[src/tvir_pkg.sv]
// tvir_pkg: constants, states and carrier types for the telemetry readback block.
// assumes the adc delivers 10-bit codes at 2 mV per step on the block's own clock.
package tvir_pkg;

	////////////////////////////////////////////////////////////////////////////
	// command codes and word layout
	localparam logic [7:0]  TVIR_CMD_OUTPUT_VOLTAGE = 8'h89;
	localparam logic [7:0]  TVIR_CMD_INPUT_CURRENT  = 8'h8C;
	localparam int          TVIR_CODE_WIDTH         = 10;
	localparam int          TVIR_WORD_WIDTH         = 16;
	localparam int          TVIR_CODE_LSB           = 0;
	localparam int          TVIR_UNUSED_LSB         = 10;
	localparam int          TVIR_UNUSED_MSB         = 15;
	localparam logic [5:0]  TVIR_UNUSED_FILL        = 6'h00;

	////////////////////////////////////////////////////////////////////////////
	// reset values and fills
	localparam logic [9:0]  TVIR_CODE_RESET         = 10'h000;
	localparam logic [7:0]  TVIR_CMD_RESET          = 8'h00;
	localparam logic [15:0] TVIR_NO_DATA_WORD       = 16'hFFFF;
	localparam logic [7:0]  TVIR_NO_DATA_BYTE       = 8'hFF;
	localparam logic [15:0] TVIR_WORD_RESET         = 16'h0000;
	localparam logic [7:0]  TVIR_SHIFT_RESET        = 8'h00;

	////////////////////////////////////////////////////////////////////////////
	// serial framing counts
	localparam logic [3:0]  TVIR_BITS_PER_BYTE      = 4'h8;
	localparam logic [3:0]  TVIR_BIT_CNT_RESET      = 4'h0;
	localparam logic [3:0]  TVIR_FIRST_BIT_SENT     = 4'h1;
	localparam logic [1:0]  TVIR_BYTE_LOW           = 2'h0;
	localparam logic [1:0]  TVIR_BYTE_HIGH          = 2'h1;
	localparam logic [1:0]  TVIR_BYTE_IDX_RESET     = 2'h0;
	localparam int          TVIR_SYNC_STAGES        = 3;

	////////////////////////////////////////////////////////////////////////////
	// types
	typedef struct packed {
		logic       valid;
		logic [9:0] code;
	} tvir_sample_s;

	typedef enum logic [2:0] {
		TVIR_ST_IDLE  = 3'b000,
		TVIR_ST_ADDR  = 3'b001,
		TVIR_ST_CMD   = 3'b010,
		TVIR_ST_WR    = 3'b011,
		TVIR_ST_ACK   = 3'b100,
		TVIR_ST_RD    = 3'b101,
		TVIR_ST_RACK  = 3'b110,
		TVIR_ST_RLOAD = 3'b111
	} tvir_state_e;

endpackage : tvir_pkg

[src/tvir_pin_sync.sv]
// tvir_pin_sync: three-stage synchroniser with an agreement filter for one pin.
// assumes the pin is asynchronous to i_clk; output moves once stages two and three agree.
`timescale 1ns/1ps
`default_nettype none
module tvir_pin_sync
	import tvir_pkg::*;
#(
	parameter logic INIT = 1'b1
) (
	// clock and reset
	input  wire logic i_clk,
	input  wire logic i_reset,
	// pin and filtered level
	input  wire logic i_pin,
	output var  logic o_level
);

	logic stage1_reg;
	logic stage2_reg;
	logic stage3_reg;
	logic level_reg;
	logic agree;

	// stage one feeds stage two only
	assign agree   = (stage2_reg == stage3_reg);
	assign o_level = level_reg;

	always_ff @(posedge i_clk or posedge i_reset) begin
		if (i_reset) begin
			stage1_reg <= INIT;
			stage2_reg <= INIT;
			stage3_reg <= INIT;
			level_reg  <= INIT;
		end else begin
			stage1_reg <= i_pin;
			stage2_reg <= stage1_reg;
			stage3_reg <= stage2_reg;
			if (agree) begin
				level_reg <= stage3_reg;
			end
		end
	end

endmodule : tvir_pin_sync
`default_nettype wire

[src/tvir_readback.sv]
// tvir_readback: output-voltage and input-current readback over a two-wire bus slave.
// assumes scl/sda are external open-drain pins and adc samples arrive on i_clk.
//
// Notes on behaviour
// - command 89h reads back a two-byte word of the feedback pin voltage.
// - output-voltage word: bits 9:0 unsigned code at 2 mV, bits 15:10 unused.
// - output-voltage field spans 0 V to 2.046 V; host scales by divider.
// - command 8Ch reads back two bytes of the current monitor pin voltage.
// - input-current word: bits 9:0 unsigned code at 2 mV, bits 15:10 unused.
// - both readings use the unsigned word format, only ten code bits used.
`timescale 1ns/1ps
`default_nettype none
module tvir_readback
	import tvir_pkg::*;
#(
	// bus address, arbitrary value
	parameter logic [6:0] DEV_ADDR = 7'h40
) (
	// clock and reset
	input  wire logic         i_clk,
	input  wire logic         i_reset,
	// adc samples
	input  wire tvir_sample_s i_feedback_pin,
	input  wire tvir_sample_s i_current_monitor_pin,
	// serial bus pins
	input  wire logic         i_scl,
	input  wire logic         i_sda,
	output var  logic         o_sda,
	output var  logic         o_sda_oe
);

	////////////////////////////////////////////////////////////////////////////
	// pin synchronisers
	logic scl_lvl;
	logic sda_lvl;

	tvir_pin_sync #(.INIT(1'b1)) u_scl_sync (
		.i_clk   (i_clk),
		.i_reset (i_reset),
		.i_pin   (i_scl),
		.o_level (scl_lvl)
	);

	tvir_pin_sync #(.INIT(1'b1)) u_sda_sync (
		.i_clk   (i_clk),
		.i_reset (i_reset),
		.i_pin   (i_sda),
		.o_level (sda_lvl)
	);

	////////////////////////////////////////////////////////////////////////////
	// state
	tvir_state_e state_reg,    state_next;
	tvir_state_e after_reg,    after_next;
	logic [3:0]  bit_cnt_reg,  bit_cnt_next;
	logic [7:0]  shift_reg,    shift_next;
	logic [7:0]  cmd_reg,      cmd_next;
	logic [15:0] tx_word_reg,  tx_word_next;
	logic [1:0]  byte_idx_reg, byte_idx_next;
	logic        sda_oe_reg,   sda_oe_next;
	logic        sda_o_reg;
	logic [9:0]  fb_code_reg;
	logic [9:0]  current_monitor_pin_code_reg;
	logic        scl_prev_reg;
	logic        sda_prev_reg;

	////////////////////////////////////////////////////////////////////////////
	// bus conditions
	wire scl_rise   = scl_lvl & ~scl_prev_reg;
	wire scl_fall   = ~scl_lvl & scl_prev_reg;
	wire start_cond = scl_lvl & scl_prev_reg & sda_prev_reg & ~sda_lvl;
	wire stop_cond  = scl_lvl & scl_prev_reg & ~sda_prev_reg & sda_lvl;
	wire byte_full  = (bit_cnt_reg == TVIR_BITS_PER_BYTE);
	wire addr_match = (shift_reg[7:1] == DEV_ADDR);
	wire addr_read  = shift_reg[0];

	////////////////////////////////////////////////////////////////////////////
	// reading words; unused high bits fixed, code is 10 bits so 2.046 V tops out
	wire [15:0] vout_word = {TVIR_UNUSED_FILL, fb_code_reg};
	wire [15:0] iin_word  = {TVIR_UNUSED_FILL, current_monitor_pin_code_reg};
	wire        sel_vout  = (cmd_reg == TVIR_CMD_OUTPUT_VOLTAGE);
	wire        sel_iin   = (cmd_reg == TVIR_CMD_INPUT_CURRENT);
	wire [15:0] sel_word  = sel_vout ? vout_word :
	                        sel_iin  ? iin_word  :
	                                   TVIR_NO_DATA_WORD;
	// low byte goes out first, then the high byte; the two after read as no-data, then the 2-bit index wraps to the low byte
	wire [7:0]  tx_byte   = (byte_idx_reg == TVIR_BYTE_LOW)  ? tx_word_reg[7:0]  :
	                        (byte_idx_reg == TVIR_BYTE_HIGH) ? tx_word_reg[15:8] :
	                                                           TVIR_NO_DATA_BYTE;

	////////////////////////////////////////////////////////////////////////////
	// next-state logic
	always_comb begin
		state_next    = state_reg;
		after_next    = after_reg;
		bit_cnt_next  = bit_cnt_reg;
		shift_next    = shift_reg;
		cmd_next      = cmd_reg;
		tx_word_next  = tx_word_reg;
		byte_idx_next = byte_idx_reg;
		sda_oe_next   = sda_oe_reg;
		if (stop_cond) begin
			state_next  = TVIR_ST_IDLE;
			sda_oe_next = 1'b0;
		end else if (start_cond) begin
			// repeated start keeps cmd_reg for the read phase
			state_next   = TVIR_ST_ADDR;
			bit_cnt_next = TVIR_BIT_CNT_RESET;
			sda_oe_next  = 1'b0;
		end else begin
			case (state_reg)
				TVIR_ST_ADDR, TVIR_ST_CMD, TVIR_ST_WR: begin
					if (scl_rise && !byte_full) begin
						shift_next   = {shift_reg[6:0], sda_lvl};
						bit_cnt_next = bit_cnt_reg + 4'h1;
					end else if (scl_fall && byte_full) begin
						bit_cnt_next = TVIR_BIT_CNT_RESET;
						sda_oe_next  = 1'b1;
						state_next   = TVIR_ST_ACK;
						after_next   = TVIR_ST_WR;
						if (state_reg == TVIR_ST_ADDR) begin
							if (!addr_match) begin
								sda_oe_next = 1'b0;
								state_next  = TVIR_ST_IDLE;
							end else if (addr_read) begin
								// snapshot keeps both bytes of one sample
								after_next    = TVIR_ST_RD;
								tx_word_next  = sel_word;
								byte_idx_next = TVIR_BYTE_IDX_RESET;
							end else begin
								after_next = TVIR_ST_CMD;
							end
						end else if (state_reg == TVIR_ST_CMD) begin
							cmd_next = shift_reg;
						end
						// data bytes in TVIR_ST_WR are acked and dropped
					end
				end
				TVIR_ST_ACK: begin
					if (scl_fall) begin
						state_next  = after_reg;
						sda_oe_next = 1'b0;
						if (after_reg == TVIR_ST_RD) begin
							shift_next   = tx_byte;
							sda_oe_next  = ~tx_byte[7];
							bit_cnt_next = TVIR_FIRST_BIT_SENT;
						end
					end
				end
				TVIR_ST_RD: begin
					if (scl_fall) begin
						if (byte_full) begin
							sda_oe_next = 1'b0;
							state_next  = TVIR_ST_RACK;
						end else begin
							sda_oe_next  = ~shift_reg[6];
							shift_next   = {shift_reg[6:0], 1'b0};
							bit_cnt_next = bit_cnt_reg + 4'h1;
						end
					end
				end
				TVIR_ST_RACK: begin
					if (scl_rise) begin
						if (sda_lvl) begin
							state_next = TVIR_ST_IDLE;
						end else begin
							byte_idx_next = byte_idx_reg + 2'h1;
							state_next    = TVIR_ST_RLOAD;
						end
					end
				end
				TVIR_ST_RLOAD: begin
					if (scl_fall) begin
						shift_next   = tx_byte;
						sda_oe_next  = ~tx_byte[7];
						bit_cnt_next = TVIR_FIRST_BIT_SENT;
						state_next   = TVIR_ST_RD;
					end
				end
				default: begin
					state_next  = TVIR_ST_IDLE;
					sda_oe_next = 1'b0;
				end
			endcase
		end
	end

	////////////////////////////////////////////////////////////////////////////
	// registers
	always_ff @(posedge i_clk or posedge i_reset) begin
		if (i_reset) begin
			state_reg    <= TVIR_ST_IDLE;
			after_reg    <= TVIR_ST_IDLE;
			bit_cnt_reg  <= TVIR_BIT_CNT_RESET;
			shift_reg    <= TVIR_SHIFT_RESET;
			cmd_reg      <= TVIR_CMD_RESET;
			tx_word_reg  <= TVIR_WORD_RESET;
			byte_idx_reg <= TVIR_BYTE_IDX_RESET;
			sda_oe_reg   <= 1'b0;
			scl_prev_reg <= 1'b1;
			sda_prev_reg <= 1'b1;
		end else begin
			state_reg    <= state_next;
			after_reg    <= after_next;
			bit_cnt_reg  <= bit_cnt_next;
			shift_reg    <= shift_next;
			cmd_reg      <= cmd_next;
			tx_word_reg  <= tx_word_next;
			byte_idx_reg <= byte_idx_next;
			sda_oe_reg   <= sda_oe_next;
			scl_prev_reg <= scl_lvl;
			sda_prev_reg <= sda_lvl;
		end
	end

	// latest adc codes; the host never writes these
	always_ff @(posedge i_clk or posedge i_reset) begin
		if (i_reset) begin
			fb_code_reg   <= TVIR_CODE_RESET;
			current_monitor_pin_code_reg <= TVIR_CODE_RESET;
			sda_o_reg     <= 1'b0;
		end else begin
			if (i_feedback_pin.valid) begin
				fb_code_reg <= i_feedback_pin.code;
			end
			if (i_current_monitor_pin.valid) begin
				current_monitor_pin_code_reg <= i_current_monitor_pin.code;
			end
			// open drain: only ever pulls low
			sda_o_reg <= 1'b0;
		end
	end

	assign o_sda    = sda_o_reg;
	assign o_sda_oe = sda_oe_reg;

endmodule : tvir_readback
`default_nettype wire

[config.mk]
export PLATFORM = sky130hd
export DESIGN_NAME = tvir_readback
export DESIGN_NICKNAME = d
export VERILOG_FILES = /design/src/tvir_pkg.sv /design/src/tvir_pin_sync.sv /design/src/tvir_readback.sv
export SDC_FILE = /design/constraint.sdc
export NUM_CORES = 1
export LEC_CHECK = 0
export BUFFER_PORTS_ARGS = -buffer_cell sky130_fd_sc_hd__buf_2
export CAP_MARGIN = 10
export CELL_PAD_IN_SITES_DETAIL_PLACEMENT = 1
export CELL_PAD_IN_SITES_GLOBAL_PLACEMENT = 2
export CORE_ASPECT_RATIO = 0.7
export CORE_MARGIN = 2
export CORE_UTILIZATION = 43
export CTS_CLUSTER_SIZE = 30
export DETAILED_ROUTE_END_ITERATION = 10
export GPL_TIMING_DRIVEN = 0
export PLACE_DENSITY = 0.94
export SLEW_MARGIN = 40
export SYNTH_ARGS = -nofsm -noshare
export SYNTH_HDL_FRONTEND = slang
export SYNTH_SLANG_ARGS = --single-unit
[constraint.sdc]
create_clock -name i_clk -period 5.8 [get_ports i_clk]
set_clock_uncertainty 0.15 [all_clocks]
set_input_delay 0.29 -clock i_clk [delete_from_list [all_inputs] [get_ports i_clk]]
set_output_delay 0.29 -clock i_clk [all_outputs]
set_load 0.03 [all_outputs]
# Word-level counts from Yosys, hierarchy flattened
# Index checks and enable logic that the tools add are counted.
# totals
reg_bits	75
wordCells	153
output_inout_bits	2
input_bits	26
# classes
n_eq_ne	42
bitwise_logic	17
reduce_logical	16
n_addsub	2
mux	56
# ops
operator	n
two-way mux 8 bit	8
two-way mux 3 bit	15
two-way mux 16 bit	2
two-way mux 4 bit	8
!= test 4 bit, second input constant	8
one-hot mux 8 bit (4 select lines)	1
!= test 2 bit, second input constant	13
!= test 3 bit, second input constant	6
equality test 8 bit, second input constant	2
one-hot mux 4 bit (4 select lines)	1
AND reduction 8 bit	2
equality test 3 bit, second input constant	5
one-hot mux 3 bit (5 select lines)	1
two-way mux 2 bit	7
AND reduction 7 bit	2
two-way mux 1 bit	11
NOT 1 bit	10
AND reduction 10 bit	1
AND reduction 9 bit	1
bitwise AND 1 bit	7
equality test 7 bit, second input constant	1
equality test 3 x 2 -> 1 bit, second input constant	2
AND reduction 6 bit	1
one-hot mux 1 bit (5 select lines)	1
15 further kinds	17

# Logic depth before layout (Yosys ltp)
# Gate-level depths: netlist (run 1).
# logic_depth
depth_word	9
depth_mapped	8
mapped_depth_nobuf	7

# Modules after synthesis
# Synthesis (run 1) repeated with hierarchy kept, for this count alone.
# hier_totals
hier_cells	322
area_unflattened_um2	3523.4
# by_module_without_submodules
module	instances	area_each_um2	seq_area_each_um2	cells_per_inst
tvir_readback	1	3283.1	1554.0	310
tvir_pin_sync	2	120.1	105.1	6

# Worst setup path after synthesis (run 1)
# No wires, ideal clock.
# synth_path
path_kind	register -> register
start	register bit_cnt_reg[0]
end	register byte_idx_reg[0]
path_stages_with_launch	8
period_less_slack_ps	1991
path_slack_ps	3809
path_buffers	0
required_time_ps	5522
t_arrival_ps	1713
setup_time_ps	128
path_cell_list	dfrtp_1 > inv_1 > ha_1 > nand3b_2 > nor3_4 > a21oi_1 > a211oi_2 > mux2_1
# synth_between
elab_chain_len	5
word_cells_on_any_way	7
cone_classes	eq/ne: 3; reduce/logical: 4
# synth_rtl
item	line	rtl
from (decl)	tvir_readback.sv:55	logic [3:0] bit_cnt_reg, bit_cnt_next;
from (signal assigned)	tvir_readback.sv:205	bit_cnt_reg <= bit_cnt_next;
equality test 4 bit (*)	tvir_readback.sv:73	wire byte_full = (bit_cnt_reg == TVIR_BITS_PER_BYTE);
logical NOT 1 bit	tvir_readback.sv:113	if (scl_rise && !byte_full) begin
logical AND 1 bit	tvir_readback.sv:113	
!= test 2 bit (no line)	n/a	
AND reduction 10 bit (no line) (*)	n/a	
to (signal assigned)	tvir_readback.sv:209	byte_idx_reg <= byte_idx_next;
to (decl)	tvir_readback.sv:59	logic [1:0] byte_idx_reg, byte_idx_next;
# Every way passes the cells marked *; elsewhere a longest branch is shown, timed or not.
# A chain may end at the register's enable or synchronous reset.

# Worst setup path after layout (run 1)
# Ends and elaborated chain as after synthesis.

==> results of run 1 <==
[logic make-up after synthesis]
logic type | synth area share
compound gates | 0.158
fa+ha+maj | 0.0200
buf+inv | 0.0406
flops | 0.503
mux | 0.124
other cells | 0.00107
simple gates | 0.154
[critical path: stages (launching register included)]
cell and delay, ps:
dfrtp_1 410, inv_1 110, ha_1 230, nand3b_2 200, nor3_4 380, a21oi_1 110
a211oi_2 300, mux2_1 350
[final timing paths]
check	start	endpoint	slack [ps]	cells past startpoint
setup / recovery	bit_cnt_reg[0]	byte_idx_reg[0]	3420	7
hold / removal	i_current_monitor_pin[1]	current_monitor_pin_code_reg[1]	40	2
setup reg to reg	bit_cnt_reg[0]	byte_idx_reg[0]	3420	7
hold reg to reg	u_scl_sync.stage1_reg	u_scl_sync.stage2_reg	200	0
max in group asynchronous	i_reset	after_reg[2]	4670	4
min in group asynchronous	i_reset	shift_reg[1]	320	3
[power by group through the flow]
stage | Clock [uW] | Sequential [uW] | Combinational [uW]
6_report | 542 | 621 | 388
5_1_grt | 570 | 629 | 426
4_1_cts | 552 | 620 | 387
3_5_place_dp | 0 | 627 | 378
3_3_place_gp | 0 | 619 | 355
2_1_floorplan | 0 | 609 | 283
[metal layers]
layer,vias to the layer above,global-route usage,part of all wire
met3,11,0.0448,0.034
met2,42,0.353,0.46
met1,1351,0.303,0.49
met5,-,0,0
li1,1219,-,-
met4,0,0.0671,0.015
[repair_timing]
| action | 4_1_cts | 5_1_grt |
|---|---|---|
| hold endpoints to repair | 22 | 0 |
| hold buffers | 3 | 0 |
| gates resized for setup | 0 | 0 |
[cell type report]
cell class                 count  area share
sequential                    70       0.430
clock buffer                   9      0.0549
clock inverter                 6      0.0156
inverter                      16      0.0159
timing repair buffer          28      0.0415
tap                          101      0.0308
buffer                        14      0.0201
multi-input combinational    217       0.391
[per-stage QoR]
stage / cells / hold slack (ps) / utilization / instance area [um^2]
2_1_floorplan: 317 / 144 / - / 3510
3_3_place_gp: 442 / 195 / 0.475 / 3760
3_5_place_dp: 443 / 135 / 0.478 / 3780
4_1_cts: 461 / 26.1 / 0.519 / 4100
5_1_grt: 461 / 33.5 / 0.519 / 4100
6_report: 461 / 35.9 / 0.519 / 4100
[cell usage in the layout (no fill, tap or decap), types with 8 or more instances in the layout]
cell and count:
dfrtp_1 60, mux2_2 28, buf_2 27, nor2_1 24, a21oi_1 20, nand2_1 15, inv_1 15, nor2b_1 13
o21ai_0 12, mux2i_1 11, dfstp_2 10, clkbuf_16 9, a31oi_1 8
==> metrics, run 1 <==
num rows 27; Setup Buffers After CTS 0; via count 2623; total clock buffers created by CTS 9; flip-flop and latch count after synthesis 70; final period utilization 0.410; part of the power in registers 0.401; Via density 5.69; multi-input logic area 1600 um^2; clock sinks 70; Max Slew Vio Count 0; status complete, no violations; fin nets 386; Combinational Power Share 0.250; Initial DRC Count roughly 140; Worst Setup End Kind flip-flop; fillers 861; Async SR Flop Fraction 1.00; first-pass GRT wire length 15100 um; drt total wl 8860 um; endpoints failing hold 0; Power Density about 380 nW/um^2; Post-Syn Area 3510 um^2; CTS clk-pin slew, worst paths 60 ps; Max VDD drop slightly below 200 uV; Synth area leader dfrtp_1; share of cells above drive strength 1 0.306; Post-Syn Instances about 320; Initial Util 0.444; GPL Wtd Cong 0.877; post-route antenna net violation count 0; clock buffer depth 2; yosys warns 0; Area Growth Syn to Fin 16.8%; CP startpoint kind flip-flop; Switch Pwr roughly 510 uW; Yosys cell types 63; RSZ-0062 raised after global routing no; max_cap viols 0; Post-synth top cells dfrtp_1 (60), mux2_2 (28), nor2_1 (24), a21oi_1 (20), inv_1 (16); number of global-route vias before repair between 2k and 3k; Core Area 7910 um^2; Final Worst Setup Slack 3420 ps; most frequent cell after synthesis dfrtp_1; H-tree level count 3; Req. time, crit path roughly 5900 ps; Buffers on Ports 24; Post-synth top flop dfrtp_1; GRT Total Usage 0.220; largest cells by area after synthesis dfrtp_1 (43%), mux2_2 (9.0%), dfstp_2 (7.5%); CTS tree built; number of synthesized flops with an enable pin 0; dpl ws 3470 ps; antenna violations before repair 0; DP HPWL 6280 um; critical path peak fanout 5; worst slew pin tran approximately 630 ps; Die ar. 8910 um^2; Root Driver clkbuf_16; worst setup path class flip-flop to flip-flop; area share of the largest cell type after synthesis 0.428; LEAKAGE 0.00180 uW; die width between 100 and 150 um; I/O pin count 28; max FFs per register 11; TNS Setup 0 ps; Post-Syn Area per Cell 11.1 um^2; crit path time final 2380 ps; die extent in y 79.6 um; Diodes inserted 0; Synth Net Count 347; clock network power share 0.349; Final Power approximately 1600 uW; pin count of the biggest net entering global routing 41; DRC viols 0; Data arrival, critical path 2440 ps; Rel. slew slack 0.583; Internal roughly 1000 uW; Net Sw Frac 0.326; clock latency on the worst-skew pair 330 ps; register area share after synthesis 0.503; Avg WL per Cell roughly 19 um; GRT overflow 0; achievable clock frequency approximately 420 MHz; final setup fails 0; min-delay worst type input pin to flip-flop; FF+latch area 1760 um^2; First-pass DRT Iterations 4
(Power assumes the default switching activity.)
==> run 2: changes to the inputs <==
CORE_UTILIZATION = 40   (was 43)
PLACE_DENSITY = 0.88   (was 0.94)
clock period = 2.5 ns   (was 5.8 ns; I/O delays follow)
==> run 2 against run 1 <==
  * Critical path depth down 2
  * Cell area up 5.8%
  * Highest routed layer unchanged
  * Fmax up 3.3%
  * Setup slack worse by 3200 ps
  * Critical endpoint unchanged
  * Largest power group unchanged
==> metrics, run 2 (same netlist as run 1, synthesis figures left out) <==
most common cell after layout, fill and taps aside dfrtp_1; critical path peak fanout 9; Data arrival, critical path 2360 ps; die width between 100 and 150 um; clock latency on the worst-skew pair 330 ps; DRC viols 0; flop-to-flop setup slack 200 ps; clock buffer depth 2; LEAKAGE approximately 0.0019 uW; Worst R2R Path Depth 5; CTS tree built; Die ar. approximately 9600 um^2; final period utilization 0.920; Buffers on Ports 24; commonest non-fill, non-tap cells in the layout dfrtp_1 (60), mux2_2 (28), buf_2 (27), nor2_1 (24), dlygate4sd3_1 (23); pin count of the biggest net entering global routing 39; Initial Util 0.414; Root Driver clkbuf_16; achievable clock frequency 435 MHz; multi-input logic area 1600 um^2; die extent in y ~82 um; fin nets slightly above 400; drt total wl 8720 um; final setup fails 0; I/O pin count 28; crit path time final 2300 ps; R2R Path End byte_idx_reg[0]; clock sinks 70; post-route antenna net violation count 0; Core Area 8480 um^2; Req. time, crit path 2560 ps; post-layout util 0.512; TNS Setup 0 ps; FF+latch area 1760 um^2; RSZ-0062 raised after global routing no; worst slew pin tran 644 ps; Avg WL per Cell 17.4 um; DP HPWL 6110 um; min-delay worst type input pin to asynchronous set/reset pin; CP startpoint kind flip-flop; num rows 28; Max VDD drop approximately 470 uV; CTS clk-pin slew, worst paths 50 ps; max_cap viols 0; status complete, no violations; GRT overflow 0; Worst Setup End Kind flip-flop; Via density about 5.3; First-pass DRT Iterations 4; endpoints failing hold 0; worst reg2reg startpoint u_sda_sync.o_level; Area Growth Syn to Fin 23.6%; Diodes inserted 0; GRT Total Usage 0.204; total clock buffers created by CTS 9; Max Slew Vio Count 0; worst setup path class flip-flop to flip-flop; via count 2674; number of global-route vias before repair 2780; H-tree level count 3; antenna violations before repair 0; GPL Wtd Cong 0.865; first-pass GRT wire length 14600 um; share of cells above drive strength 1 0.287; Rel. slew slack 0.570; Initial DRC Count 166; Power Density 845 nW/um^2; fillers 942; max FFs per register 11
==> run 2: area by class of cell <==
type / instances / share of cell area
Multi-Input combinational cell: 217 / 0.369
Inverter: 16 / 0.0150
Timing Repair Buffer: 48 / 0.0854
Sequential cell: 70 / 0.407
Clock buffer: 10 / 0.0528
Tap cell: 120 / 0.0346
Buffer: 14 / 0.0190
Clock inverter: 5 / 0.0173
==> run 2: layer usage <==
layer	global-route usage	share of wire
met2	0.316	0.45
met4	0.0571	0.012
met1	0.292	0.50
met5	0	0
met3	0.0438	0.030
==> run 2: through the flow <==
| stage | setup WS, ps | area [um^2] | total power, uW | instances | hold WS, ps |
|---|---|---|---|---|---|
| after global placement | -385 | 3780 | 2270 | 461 | 79.8 |
| after detailed placement | 253 | 3800 | 2320 | 462 | -25.6 |
| after CTS | 232 | 4340 | 3700 | 500 | 167 |
| after global routing | 94.2 | 4340 | 3870 | 500 | 206 |
| after floorplan | 473 | 3510 | 2070 | 317 | -20.5 |
| final | 200 | 4340 | 3670 | 500 | 162 |
==> run 2: power by group <==
part           switching (uW)  internal [uW]
combinational             509            390
sequential                154           1290
clock                     463            862
==> run 2: worst max-delay path by stage <==
stage                        from         endpoint  slack, ps  cells after the start
4_1_cts            bit_cnt_reg[0]  byte_idx_reg[0]        230                      7
2_1_floorplan             i_reset     after_reg[0]        470                      1
6_report       u_sda_sync.o_level  byte_idx_reg[0]        200                      5
5_1_grt            bit_cnt_reg[0]  byte_idx_reg[0]         90                      7
3_3_place_gp              i_reset     state_reg[0]       -380                      2
3_5_place_dp   u_sda_sync.o_level  byte_idx_reg[0]        250                      5
==> run 2: timing repair <==
item | in CTS | in global routing
hold buffers | 23 | 0
resized for setup | 0 | 0
buffers inserted | 0 | 0
hold endpoints to repair | 92 | 0
==> run 2: worst max-delay path, stage by stage (launching register included) <==
cell and delay [ps]:
dfstp_2 650, nor2b_1 100, o211ai_1 410, o21ai_0 240
a211oi_2 280, mux2_1 350
